**config.mk**
```make
export PLATFORM = sky130hd
export DESIGN_NAME = mdah_alarm_handler
export DESIGN_NICKNAME = d
export VERILOG_FILES = /design/src/logic/mdah_pkg.sv /design/src/logic/mdah_alarm_handler.sv
export VERILOG_INCLUDE_DIRS = /design/src /design/src/logic
export SDC_FILE = /design/constraint.sdc
export NUM_CORES = 1
export LEC_CHECK = 0
export BUFFER_PORTS_ARGS = -buffer_cell sky130_fd_sc_hd__buf_4
export CORE_UTILIZATION = 30
export CTS_BUF_LIST = sky130_fd_sc_hd__clkbuf_8
export CTS_CLUSTER_DIAMETER = 200
export DETAILED_ROUTE_END_ITERATION = 12
export PLACE_DENSITY_LB_ADDON = 0.3
export SYNTH_ARGS = -nofsm -noshare
export SYNTH_HDL_FRONTEND = slang
export SYNTH_SLANG_ARGS = --single-unit
```
**constraint.sdc**
```tcl
create_clock -name clock -period 3.2 [get_ports clock]
set_input_delay 0.16 -clock clock [delete_from_list [all_inputs] [get_ports clock]]
set_output_delay 0.16 -clock clock [all_outputs]
set_load 0.1 [all_outputs]
```
**src/logic/mdah_params.svh**
```systemverilog
// offsets, reset values and timing counts of the motor drive alarm handler
`ifndef MDAH_PARAMS_SVH
`define MDAH_PARAMS_SVH

// ************************************************************
// register offsets (register indices, byte address = 4 x index)
// ************************************************************
`define MDAH_IDX_OVERLOAD_THR 16'h0180
`define MDAH_IDX_POSDEV_THR 16'h0181
`define MDAH_IDX_NETLOSS_EN 16'h6188
`define MDAH_ADDR_OVERLOAD_THR 18'h00600
`define MDAH_ADDR_POSDEV_THR 18'h00604
`define MDAH_ADDR_NETLOSS_EN 18'h18620
`define MDAH_ADDR_ALARM_CODE 18'h00700
`define MDAH_ADDR_STATUS 18'h00704
`define MDAH_ADDR_EVENT 18'h00708
`define MDAH_ADDR_MASK 18'h0070c

// ************************************************************
// reset values
// ************************************************************
`define MDAH_RST_OVERLOAD_THR 32'h00000032
`define MDAH_RST_POSDEV_THR 32'h0000012c
`define MDAH_RST_NETLOSS_EN 32'h00000001
`define MDAH_RST_MASK 8'h00

// ************************************************************
// threshold limits and timing
// ************************************************************
`define MDAH_OVERLOAD_MIN 32'h00000001
`define MDAH_OVERLOAD_MAX 32'h0000012c
`define MDAH_POSDEV_MIN 32'h00000001
`define MDAH_POSDEV_MAX 32'h00007530
`define MDAH_CLK_HZ 25000000
`define MDAH_OVERLOAD_UNIT_MS 100
`define MDAH_TICK_CYCLES ((`MDAH_CLK_HZ / 1000) * `MDAH_OVERLOAD_UNIT_MS)
`define MDAH_BLINKS_STD 4'h7

// ************************************************************
// alarm codes
// ************************************************************
`define MDAH_CODE_NONE 8'h00
`define MDAH_CODE_COMBO 8'h45
`define MDAH_CODE_MECH_OT 8'h6d
`define MDAH_CODE_OPDATA 8'h70
`define MDAH_CODE_GEAR 8'h71
`define MDAH_CODE_WRAP 8'h72
`define MDAH_CODE_NETLOSS 8'h81
`define MDAH_CODE_NETMOD 8'h82
`define MDAH_CODE_OVERLOAD 8'h30
`define MDAH_CODE_POSDEV 8'h10

// ************************************************************
// event bit positions
// ************************************************************
`define MDAH_EV_RAISE 0
`define MDAH_EV_CLEAR 1
`define MDAH_EV_REFUSED 2

`endif

```
**src/logic/mdah_pkg.sv**
```systemverilog
// types of the motor drive alarm handler
package mdah_pkg;

    // alarm state, gray coded along idle -> active -> clearing
    typedef enum logic [1:0] {
        MDAH_IDLE = 2'b00,
        MDAH_ACTIVE = 2'b01,
        MDAH_CLEARING = 2'b11,
        MDAH_LOCKED = 2'b10
    } mdah_state_t;

endpackage : mdah_pkg

```
**src/logic/mdah_alarm_handler.sv**
```systemverilog
// alarm detection, latching and recovery for a stepper motor drive
//
// Chosen here: strobed register access.
`timescale 1ns/1ps
`include "mdah_params.svh"
module mdah_alarm_handler (
    input wire logic clock,
    input wire logic reset,
    input wire logic clock_enable,
    input wire logic [17:0] reg_addr,
    input wire logic [31:0] reg_wdata,
    input wire logic reg_write,
    input wire logic reg_read,
    output logic [31:0] reg_rdata,
    input wire logic alarm_clear_input,
    input wire logic running,
    input wire logic net_conn_lost,
    input wire logic net_module_fault,
    input wire logic homed,
    input wire logic at_mech_limit,
    input wire logic op_start,
    input wire logic op_speed_zero,
    input wire logic op_over_limit,
    input wire logic op_wrap,
    input wire logic wrap_enabled,
    input wire logic gear_res_bad,
    input wire logic power_up,
    input wire logic wrap_range_bad,
    input wire logic motor_ac_type,
    input wire logic motor_small_frame,
    input wire logic supply_48v,
    input wire logic overloaded,
    input wire logic [31:0] position_deviation,
    input wire logic motion_request,
    output logic alarm_clear_status_output,
    output logic ready_output,
    output logic motion_output,
    output logic motor_current_on,
    output logic motor_stop,
    output logic [3:0] led_blinks,
    output logic irq
);

    // ************************************************************
    // pin synchronisers, three stages, change taken when stages 2 and 3 agree
    // ************************************************************
    localparam int NPIN = 17;
    logic [NPIN-1:0] pin_raw;
    logic [NPIN-1:0] s1_ff;
    logic [NPIN-1:0] s2_ff;
    logic [NPIN-1:0] s3_ff;
    logic [NPIN-1:0] pin_ff;
    logic [NPIN-1:0] nxt_pin;

    assign pin_raw = {alarm_clear_input, running, net_conn_lost, net_module_fault, homed,
                      at_mech_limit, op_start, op_speed_zero, op_over_limit, op_wrap,
                      wrap_enabled, gear_res_bad, power_up, wrap_range_bad,
                      motor_ac_type, motor_small_frame, supply_48v};
    assign nxt_pin = (s2_ff & s3_ff) | (pin_ff & (s2_ff | s3_ff));

    // sync chain
    always_ff @(posedge clock) begin
        if (reset) begin
            s1_ff <= '0;
            s2_ff <= '0;
            s3_ff <= '0;
            pin_ff <= '0;
        end else if (clock_enable) begin
            s1_ff <= pin_raw;
            s2_ff <= s1_ff;
            s3_ff <= s2_ff;
            pin_ff <= nxt_pin;
        end
    end

    logic p_clr, p_run, p_nloss, p_nmod, p_homed, p_limit, p_start, p_spd0;
    logic p_over, p_wrap, p_wrapen, p_gear, p_pwrup, p_wrapbad, p_ac, p_small, p_48v;
    assign {p_clr, p_run, p_nloss, p_nmod, p_homed, p_limit, p_start, p_spd0, p_over,
            p_wrap, p_wrapen, p_gear, p_pwrup, p_wrapbad, p_ac, p_small, p_48v} = pin_ff;

    // ************************************************************
    // register file
    // ************************************************************
    logic [31:0] ovl_thr_ff;
    logic [31:0] posdev_thr_ff;
    logic netloss_en_ff;
    logic [7:0] mask_ff;
    logic [7:0] event_ff;
    logic [7:0] nxt_event;
    logic [31:0] nxt_rdata;
    logic [31:0] wdata_ovl;
    logic [31:0] wdata_pdv;
    logic [7:0] ev_set;
    // full-width reset word, only its enable bit is kept
    localparam logic [31:0] NLE_RST = `MDAH_RST_NETLOSS_EN;

    wire sel_ovl = reg_addr == `MDAH_ADDR_OVERLOAD_THR;
    wire sel_pdv = reg_addr == `MDAH_ADDR_POSDEV_THR;
    wire sel_nle = reg_addr == `MDAH_ADDR_NETLOSS_EN;
    wire sel_code = reg_addr == `MDAH_ADDR_ALARM_CODE;
    wire sel_stat = reg_addr == `MDAH_ADDR_STATUS;
    wire sel_evt = reg_addr == `MDAH_ADDR_EVENT;
    wire sel_msk = reg_addr == `MDAH_ADDR_MASK;

    // thresholds saturate into their legal ranges
    assign wdata_ovl = (reg_wdata < `MDAH_OVERLOAD_MIN) ? `MDAH_OVERLOAD_MIN :
                       (reg_wdata > `MDAH_OVERLOAD_MAX) ? `MDAH_OVERLOAD_MAX : reg_wdata;
    assign wdata_pdv = (reg_wdata < `MDAH_POSDEV_MIN) ? `MDAH_POSDEV_MIN :
                       (reg_wdata > `MDAH_POSDEV_MAX) ? `MDAH_POSDEV_MAX : reg_wdata;

    // configuration registers
    always_ff @(posedge clock) begin
        if (reset) begin
            ovl_thr_ff <= `MDAH_RST_OVERLOAD_THR;
            posdev_thr_ff <= `MDAH_RST_POSDEV_THR;
            netloss_en_ff <= NLE_RST[0];
            mask_ff <= `MDAH_RST_MASK;
        end else if (clock_enable && reg_write) begin
            if (sel_ovl) ovl_thr_ff <= wdata_ovl;
            if (sel_pdv) posdev_thr_ff <= wdata_pdv;
            if (sel_nle) netloss_en_ff <= reg_wdata[0];
            if (sel_msk) mask_ff <= reg_wdata[7:0];
        end
    end

    // ************************************************************
    // fault detection
    // ************************************************************
    logic [31:0] tick_cnt_ff;
    logic [31:0] ovl_cnt_ff;
    wire tick = tick_cnt_ff == 32'(`MDAH_TICK_CYCLES - 1);

    // overload time accumulated in 0.1 s ticks while overloaded
    always_ff @(posedge clock) begin
        if (reset) begin
            tick_cnt_ff <= '0;
            ovl_cnt_ff <= '0;
        end else if (clock_enable) begin
            tick_cnt_ff <= tick ? '0 : tick_cnt_ff + 32'h1;
            if (!overloaded) ovl_cnt_ff <= '0;
            else if (tick && ovl_cnt_ff < ovl_thr_ff) ovl_cnt_ff <= ovl_cnt_ff + 32'h1;
        end
    end

    wire f_ovl = overloaded && ovl_cnt_ff >= ovl_thr_ff;
    wire f_pdv = position_deviation > posdev_thr_ff;
    wire f_nloss = p_nloss && p_run && netloss_en_ff;
    wire f_nmod = p_nmod;
    wire f_mech = p_homed && p_limit;
    wire f_opd = p_start && (p_spd0 || p_over || (p_wrap && !p_wrapen));
    wire f_gear = p_gear;
    wire f_wrap = p_pwrup && p_wrapbad;
    wire f_combo = p_ac || (p_small && p_48v);

    // priority encoder: power-cycle faults first
    logic [7:0] new_code;
    assign new_code = f_nmod ? `MDAH_CODE_NETMOD :
                      f_gear ? `MDAH_CODE_GEAR :
                      f_wrap ? `MDAH_CODE_WRAP :
                      f_combo ? `MDAH_CODE_COMBO :
                      f_mech ? `MDAH_CODE_MECH_OT :
                      f_opd ? `MDAH_CODE_OPDATA :
                      f_nloss ? `MDAH_CODE_NETLOSS :
                      f_ovl ? `MDAH_CODE_OVERLOAD :
                      f_pdv ? `MDAH_CODE_POSDEV : `MDAH_CODE_NONE;
    wire any_fault = new_code != `MDAH_CODE_NONE;
    wire new_nonexc = new_code == `MDAH_CODE_NETMOD || new_code == `MDAH_CODE_GEAR ||
                      new_code == `MDAH_CODE_WRAP;

    // ************************************************************
    // alarm state machine
    // ************************************************************
    mdah_pkg::mdah_state_t state_ff;
    mdah_pkg::mdah_state_t nxt_state;
    logic [7:0] code_ff;
    logic nonexc_ff;
    logic clr_d_ff;
    wire clr_rise = p_clr && !clr_d_ff;
    wire accept = (state_ff == mdah_pkg::MDAH_IDLE) && any_fault;
    wire do_clear = (state_ff == mdah_pkg::MDAH_ACTIVE) && clr_rise && !any_fault;
    wire refused = (state_ff == mdah_pkg::MDAH_LOCKED) && clr_rise;

    // next state
    always_comb begin
        nxt_state = state_ff;
        case (state_ff)
            mdah_pkg::MDAH_IDLE: begin
                if (any_fault) nxt_state = new_nonexc ? mdah_pkg::MDAH_LOCKED
                                                      : mdah_pkg::MDAH_ACTIVE;
            end
            mdah_pkg::MDAH_ACTIVE: begin
                if (do_clear) nxt_state = mdah_pkg::MDAH_CLEARING;
            end
            mdah_pkg::MDAH_CLEARING: begin
                if (!p_clr) nxt_state = mdah_pkg::MDAH_IDLE;
            end
            mdah_pkg::MDAH_LOCKED: begin
                nxt_state = mdah_pkg::MDAH_LOCKED;
            end
            default: nxt_state = mdah_pkg::MDAH_IDLE;
        endcase
    end

    // alarm latch: code held until applicable reset
    always_ff @(posedge clock) begin
        if (reset) begin
            state_ff <= mdah_pkg::MDAH_IDLE;
            code_ff <= `MDAH_CODE_NONE;
            nonexc_ff <= 1'b0;
            clr_d_ff <= 1'b0;
        end else if (clock_enable) begin
            state_ff <= nxt_state;
            clr_d_ff <= p_clr;
            if (accept) begin
                code_ff <= new_code;
                nonexc_ff <= new_nonexc;
            end else if (do_clear) begin
                code_ff <= `MDAH_CODE_NONE;
                nonexc_ff <= 1'b0;
            end
        end
    end

    // ************************************************************
    // outputs
    // ************************************************************
    wire alarm_now = accept || state_ff == mdah_pkg::MDAH_ACTIVE ||
                     state_ff == mdah_pkg::MDAH_LOCKED;
    wire nonexc_now = accept ? new_nonexc : nonexc_ff;

    // drive outputs from flops
    always_ff @(posedge clock) begin
        if (reset) begin
            alarm_clear_status_output <= 1'b1;
            ready_output <= 1'b1;
            motion_output <= 1'b0;
            motor_current_on <= 1'b1;
            motor_stop <= 1'b0;
            led_blinks <= 4'h0;
        end else if (clock_enable) begin
            alarm_clear_status_output <= !alarm_now;
            ready_output <= !alarm_now;
            motion_output <= !alarm_now && motion_request;
            motor_stop <= alarm_now;
            motor_current_on <= !(alarm_now && nonexc_now);
            led_blinks <= alarm_now ? `MDAH_BLINKS_STD : 4'h0;
        end
    end

    // ************************************************************
    // events, mask, interrupt (set wins over write-one-clear)
    // ************************************************************
    assign ev_set = {5'h00, refused, do_clear, accept};
    assign nxt_event = (event_ff & ~((reg_write && sel_evt) ? reg_wdata[7:0] : 8'h00)) | ev_set;

    // event latch and interrupt
    always_ff @(posedge clock) begin
        if (reset) begin
            event_ff <= 8'h00;
            irq <= 1'b0;
        end else if (clock_enable) begin
            event_ff <= nxt_event;
            irq <= |(nxt_event & mask_ff);
        end
    end

    // read mux, unmapped reads zero
    assign nxt_rdata = sel_ovl ? ovl_thr_ff :
                       sel_pdv ? posdev_thr_ff :
                       sel_nle ? {31'h0, netloss_en_ff} :
                       sel_code ? {24'h0, code_ff} :
                       sel_stat ? {26'h0, state_ff, nonexc_ff, any_fault,
                                   motor_current_on, alarm_clear_status_output} :
                       sel_evt ? {24'h0, event_ff} :
                       sel_msk ? {24'h0, mask_ff} : 32'h0;

    // read data one cycle after the strobe, zero otherwise
    always_ff @(posedge clock) begin
        if (reset) begin
            reg_rdata <= 32'h0;
        end else if (clock_enable) begin
            reg_rdata <= reg_read ? nxt_rdata : 32'h0;
        end
    end

endmodule : mdah_alarm_handler

```
==> flow_summary.json, run 1 <==
{
  "finalHoldViolations": 0,
  "ys_async_sr_fraction_pct": 0,
  "r2r_setup_slack_ns": 0.09,
  "timing.fmax_mhz": 322,
  "synthCells": 1435,
  "holdCritStartpoint": "reg_addr[5]",
  "area_growth_pct": 24.7,
  "cp_slowest_stage_delay_ns": 0.42,
  "synth_top_cell_by_area": "dfxtp_1",
  "crit_path_end_kind": "flop",
  "core_um2": 41000,
  "fin_nets": 1797,
  "syn_nets": 1612,
  "yosys-top-cells-area": "dfxtp_1 42%, ha_1 7.1%, nor2_1 5.3%",
  "ys_top_cells_by_count": "262 x dfxtp_1, 178 x nor2_1, 100 x nand2_1",
  "period_share_pct": 97.1,
  "slew_violations": 0,
  "crit_type": "reg2reg",
  "failed_checks": "design-rule violations",
  "clkTransAtPathRegs_ns": 0.06,
  "r2r-start": "posdev_thr_ff[26]",
  "port_buffers": 146,
  "core.rowCount": 74,
  "dp.cells": 2062,
  "ys_seq_area_share_pct": 41.9,
  "wl_per_cell_um": 16.0,
  "worstMarginPinSlew_ns": 1.12,
  "hold_depth": 5,
  "p_leak_nw": 6.27,
  "rsz0062_at_grt": "no",
  "gp_congestion": 0.860,
  "ys_types": 79,
  "vdd_drop_max_mv": 0.258,
  "setup-tns-final_ns": 0,
  "grt_pass1_vias": 10700,
  "via_per_inst": 5.03,
  "start_util_pct": 30.5,
  "cts_buffer_depth": 3,
  "critPathRequiredTime_ns": 3.75,
  "cp_cell_sequence": "inv_1 -> ha_1 -> nand4_1 -> or3_1 -> and3b_1 -> o31a_1 -> o31a_4 -> nor4_4 -> buf_4 -> a221oi_4 -> a22o_1",
  "syn_area_um2": 12500,
  "yosysMostFrequentCell": "dfxtp_1",
  "hp-class": "in2reg",
  "cts_tree": "yes",
  "layout.cells.non_filler": 2190,
  "firstDrtPassIters": 9,
  "power_mw": 7.26,
  "numCtsBuffers": 49,
  "final-setup-viol-count": 0,
  "cp.arrival_ns": 3.66,
  "synth_edf_count": 0,
  "finalCriticalPeriod_ns": 3.11,
  "grt_pass1_wl_um": 56500,
  "power_density_nw_per_um2": 465,
  "drv_cap": 0,
  "whs_endpoint": "netloss_en_ff",
  "slew_headroom_pct": 25.3,
  "hpwl_um": 24700,
  "die_y_um": 206,
  "ant_nets": 0,
  "drive_gt1_share_pct": 17.0,
  "ys_seq_elements": 262,
  "grt_max_degree": 96,
  "start_kind": "flop",
  "io_pins": 148,
  "grt_overflow": 0,
  "path_delay_family": "compound AO/OA/AOI/OAI gates",
  "status": "finished with violations",
  "clkSinkCount": 262,
  "drt_iter0_drc": 617,
  "yosysWarnings": 0,
  "ctsHtreeMaxLevel": 2,
  "syn_avg_cell_area_um2": 8.73,
  "synth_ff_type": "dfxtp_1",
  "fin_skew_ns": 0.0257,
  "root_buffer": "clkbuf_8",
  "pre_cts_ws_ns": 0.102,
  "critical_path.max_fanout": 5,
  "path_buf_inv": 2,
  "setup_ws_ns": 0.0914,
  "die_area_um2": 42600,
  "die_w_um": 206,
  "reg2reg_to": "code_ff[4]",
  "synth_top_area_share_pct": 41.9,
  "vias": 11000,
  "grt_use_total_pct": 16.6,
  "clock_latency_ns": 0.62,
  "wl_um": 35000,
  "fin_area_um2": 15600,
  "drc": 17,
  "antenna_found_initial": 1,
  "reg2reg_depth": 11,
  "critPathSlowestCell": "or3_1",
  "dpl_cell_area_um2": 14200
}
cells in the final DEF, fill, tap and decap left out, drive strengths merged, types with 7 or more instances in the layout:
cell / instances
a211oi: 12
a21o: 13
a21oi: 94
a222oi: 7
a22o: 28
a22oi: 27
a31oi: 8
and2: 16
and3: 14
buf: 176
clkbuf: 62
clkinv: 11
dfxtp: 262
dlygate4sd3: 37
ha: 71
inv: 97
mux2i: 60
nand2: 100
nand2b: 7
nand3: 38
nand4: 35
nor2: 178
nor3: 62
nor4: 15
o211ai: 16
o21ai: 64
or3: 20
xnor2: 9
xor2: 33
sequential cells by signal, summed over array words and instances (netlist names), 17 cells and up:
signal and cells:
ovl_cnt_ff 32, ovl_thr_ff 32, pin_ff 17, posdev_thr_ff 32, reg_rdata 32, s1_ff 17
s2_ff 17, s3_ff 17, tick_cnt_ff 32
worst min-delay path: cells and delay by family:
| family | cells | cell delay, ns |
|---|---|---|
| and+or+nand+nor | 3 | 0.24 |
| buffers and inverters | 1 | 0.11 |
| AOI/OAI and AO/OA | 1 | 0.11 |
cell families (layout without fill, tap and decap cells):
logic type,after synthesis,count (layout),synth area share (%)
compound gates,314,315,17.2
xor+xnor,42,42,2.94
fa+ha+maj,71,71,7.09
buf+inv,165,386,5.21
flops,262,262,41.9
mux,65,65,5.70
other cells,1,2,0.0299
simple gates,515,515,19.9
through the flow:
step	utilization, %	hold WS (ns)
after floorplan	-	0.247
after global placement	34.6	0.397
after detailed placement	34.6	0.403
after CTS	38.0	0.00139
after global routing	38.1	0.0466
final	38.1	0.0497
routing by layer:
metal  GRT usage (%)  wire, µm
met1            21.6     16100
met2            27.6     16500
met3            3.06      1640
met4            5.46       758
met5               0         0
report_power, final:
part | total (mW) | leakage (nW) | internal (mW) | switching, mW
clock network | 3.32 | 0.570 | 1.83 | 1.49
logic | 0.604 | 3.58 | 0.246 | 0.358
registers | 3.33 | 2.12 | 3.30 | 0.0332
total | 7.26 | 6.27 | 5.38 | 1.88
what timing repair did:
action                                 in CTS  in global routing
endpoints found under the hold margin      64                  0
hold buffers                               37                  0
setup endpoints to repair                   0                 17
setup buffers                               0                  1
resized for setup                           0                  2
final cells by class:
type	count	area (µm²)
tap	532	666
fill	4158	25400
antenna	1	2.50
inverter	85	319
multi-input combinational	1009	6670
sequential	262	5250
clock buffer	62	853
clock inverter	26	160
timing repair buffer	213	1710
worst max-delay path by stage:
| stage | slack [ns] | endpoint | start | cells past startpoint |
|---|---|---|---|---|
| 4_1_cts | 0.06 | code_ff[4] | posdev_thr_ff[26] | 10 |
| 2_1_floorplan | 0.43 | code_ff[4] | posdev_thr_ff[30] | 10 |
| 3_3_place_gp | 0.15 | code_ff[5] | posdev_thr_ff[30] | 10 |
| 3_5_place_dp | 0.10 | code_ff[4] | posdev_thr_ff[30] | 10 |
| 6_report | 0.09 | code_ff[4] | posdev_thr_ff[26] | 11 |
| 5_1_grt | 0.007 | reg_rdata[2] | posdev_thr_ff[30] | 10 |
No activity file was read; power rests on OpenSTA's default activity.
==> run 2: changes to the inputs <==
--- a/config.mk
+++ b/config.mk
@@ -6,12 +6,13 @@
 export SDC_FILE = /design/constraint.sdc
 export NUM_CORES = 1
 export LEC_CHECK = 0
-export BUFFER_PORTS_ARGS = -buffer_cell sky130_fd_sc_hd__buf_4
+export BUFFER_PORTS_ARGS = -buffer_cell sky130_fd_sc_hd__buf_2
 export CORE_UTILIZATION = 30
 export CTS_BUF_LIST = sky130_fd_sc_hd__clkbuf_8
 export CTS_CLUSTER_DIAMETER = 200
 export DETAILED_ROUTE_END_ITERATION = 12
 export PLACE_DENSITY_LB_ADDON = 0.3
+export RECOVER_POWER = 100
 export SYNTH_ARGS = -nofsm -noshare
 export SYNTH_HDL_FRONTEND = slang
 export SYNTH_SLANG_ARGS = --single-unit
==> run 2 against run 1 <==
  * Global-route usage is 0.26 points lower
  * Worst setup slack improved by 0.079 ns
  * Highest routed layer is now met5
  * Clock power shrank 9.6%
  * Critical path type unchanged
  * The flow still finishes with violations (design-rule violations)
  * Worst hold slack got worse by 0.0091 ns
==> flow_summary.json, run 2 (synthesis results as in run 1) <==
{
  "die_y_um": 206,
  "grt_use_total_pct": 16.4,
  "final_core_util_pct": 36.6,
  "drt_iter0_drc": 685,
  "holdWs_ns": 0.0406,
  "core_um2": 41000,
  "cts_tree": "yes",
  "crit_path_end_kind": "flop",
  "io_pins": 148,
  "power_density_nw_per_um2": 459,
  "start_kind": "flop",
  "port_buffers": 146,
  "grt_pass1_vias": 10700,
  "critPathRequiredTime_ns": 3.58,
  "met3_usage_pct": 3.17,
  "antenna_found_initial": 1,
  "ctsHtreeMaxLevel": 2,
  "numCtsBuffers": 45,
  "finalCriticalPeriod_ns": 3.03,
  "path_delay_family": "compound AO/OA/AOI/OAI gates",
  "clock_latency_ns": 0.58,
  "die_w_um": 206,
  "area_growth_pct": 20.0,
  "critical_path.max_fanout": 5,
  "pre_cts_ws_ns": 0.107,
  "slew_headroom_pct": 10.9,
  "vias": 11000,
  "wl_um": 34700,
  "final_cell_mix": "262 x dfxtp_1, 178 x nor2_1, 101 x buf_2",
  "critPathSlowestCell": "or4_1",
  "grt_pass1_wl_um": 55800,
  "drc": 18,
  "timing.fmax_mhz": 330,
  "final-setup-viol-count": 0,
  "fin_nets": 1796,
  "cp.arrival_ns": 3.41,
  "worstMarginPinSlew_ns": 1.34,
  "fin_skew_ns": 0.0387,
  "setup-tns-final_ns": 0,
  "ant_nets": 0,
  "failed_checks": "design-rule violations",
  "cp_slowest_stage_delay_ns": 0.54,
  "busiest_layer": "met2",
  "power_mw": 6.90,
  "dpl_cell_area_um2": 13800,
  "grtUsageMet1_pct": 20.7,
  "hpwl_um": 24300,
  "grt_overflow": 0,
  "dp.cells": 2055,
  "final_common_cell": "dfxtp_1",
  "status": "finished with violations",
  "use_met2_pct": 27.4,
  "drive_gt1_share_pct": 12.7,
  "p_leak_nw": 5.93,
  "slew_violations": 0,
  "fin_area_um2": 15000,
  "cts_buffer_depth": 3,
  "antenna_cells": 0,
  "grt_max_degree": 79,
  "drv_cap": 0,
  "rsz0062_at_grt": "no",
  "core.rowCount": 74,
  "clkTransAtPathRegs_ns": 0.06,
  "finalHoldViolations": 0,
  "path_buf_inv": 1,
  "start_util_pct": 30.5,
  "gp_congestion": 0.844,
  "period_share_pct": 94.7,
  "clkSinkCount": 262,
  "root_buffer": "clkbuf_8",
  "firstDrtPassIters": 9,
  "layout.cells.non_filler": 2181,
  "via_per_inst": 5.05,
  "setup_ws_ns": 0.171,
  "die_area_um2": 42600,
  "wl_per_cell_um": 15.9,
  "hp-class": "in2reg",
  "crit_type": "reg2reg",
  "vdd_drop_max_mv": 0.240,
  "cp_cell_sequence": "inv_1 -> ha_1 -> a21oi_2 -> nand2_1 -> or4_1 -> a31o_4 -> o31a_4 -> o31ai_2 -> mux2i_1 -> o211ai_1"
}
[run 2: changes by cell type in the layout (fill, tap and decap cells not counted), sizes merged, moves of 5 or more]
cell         before  now
inv              97  102
dlygate4sd3      37   47
clkbuf           62  107
buf             176  118
clkinv           11    3
[run 2: what timing repair did]
action	in CTS	in global routing
resized for setup	0	4
setup endpoints to repair	0	18
buffers inserted	0	2
hold endpoints to repair	78	0
hold buffers	47	0
[run 2: tightest hold or removal path, stage by stage]
cell,delay (ns)
buf_2,0.10
and3_1,0.15
a22oi_1,0.06
nor2_1,0.08
[run 2: power breakdown]
group / switching, mW / leakage, nW / internal [mW]
registers: 0.0322 / 2.12 / 3.30
clock network: 1.37 / 0.510 / 1.63
logic: 0.354 / 3.31 / 0.207
total: 1.76 / 5.93 / 5.14
[run 2: path summary, 6_finish.rpt]
| kind | cells after the start | slack (ns) | endpoint | start |
|---|---|---|---|---|
| min | 4 | 0.04 | motion_output | motion_request |
| max reg2reg | 10 | 0.17 | motor_current_on | posdev_thr_ff[30] |
| min reg2reg | 2 | 0.45 | event_ff[7] | event_ff[7] |
| max | 10 | 0.17 | motor_current_on | posdev_thr_ff[30] |
[run 2: cell type report]
class | count | area, µm²
fillers | 4244 | 26000
multi-input cells | 1008 | 6610
flip-flops and latches | 262 | 5250
repair buffers | 217 | 1310
clock buffers | 55 | 757
well taps | 532 | 666
inverters | 85 | 319
clock inverters | 22 | 126
[run 2: routing by layer]
| layer | vias up | part of all wire [%] |
|---|---|---|
| met1 | 5227 | 45 |
| li1 | 5477 | - |
| met5 | - | 0.029 |
| met4 | 2 | 3.0 |
| met3 | 69 | 5.0 |
| met2 | 237 | 47 |
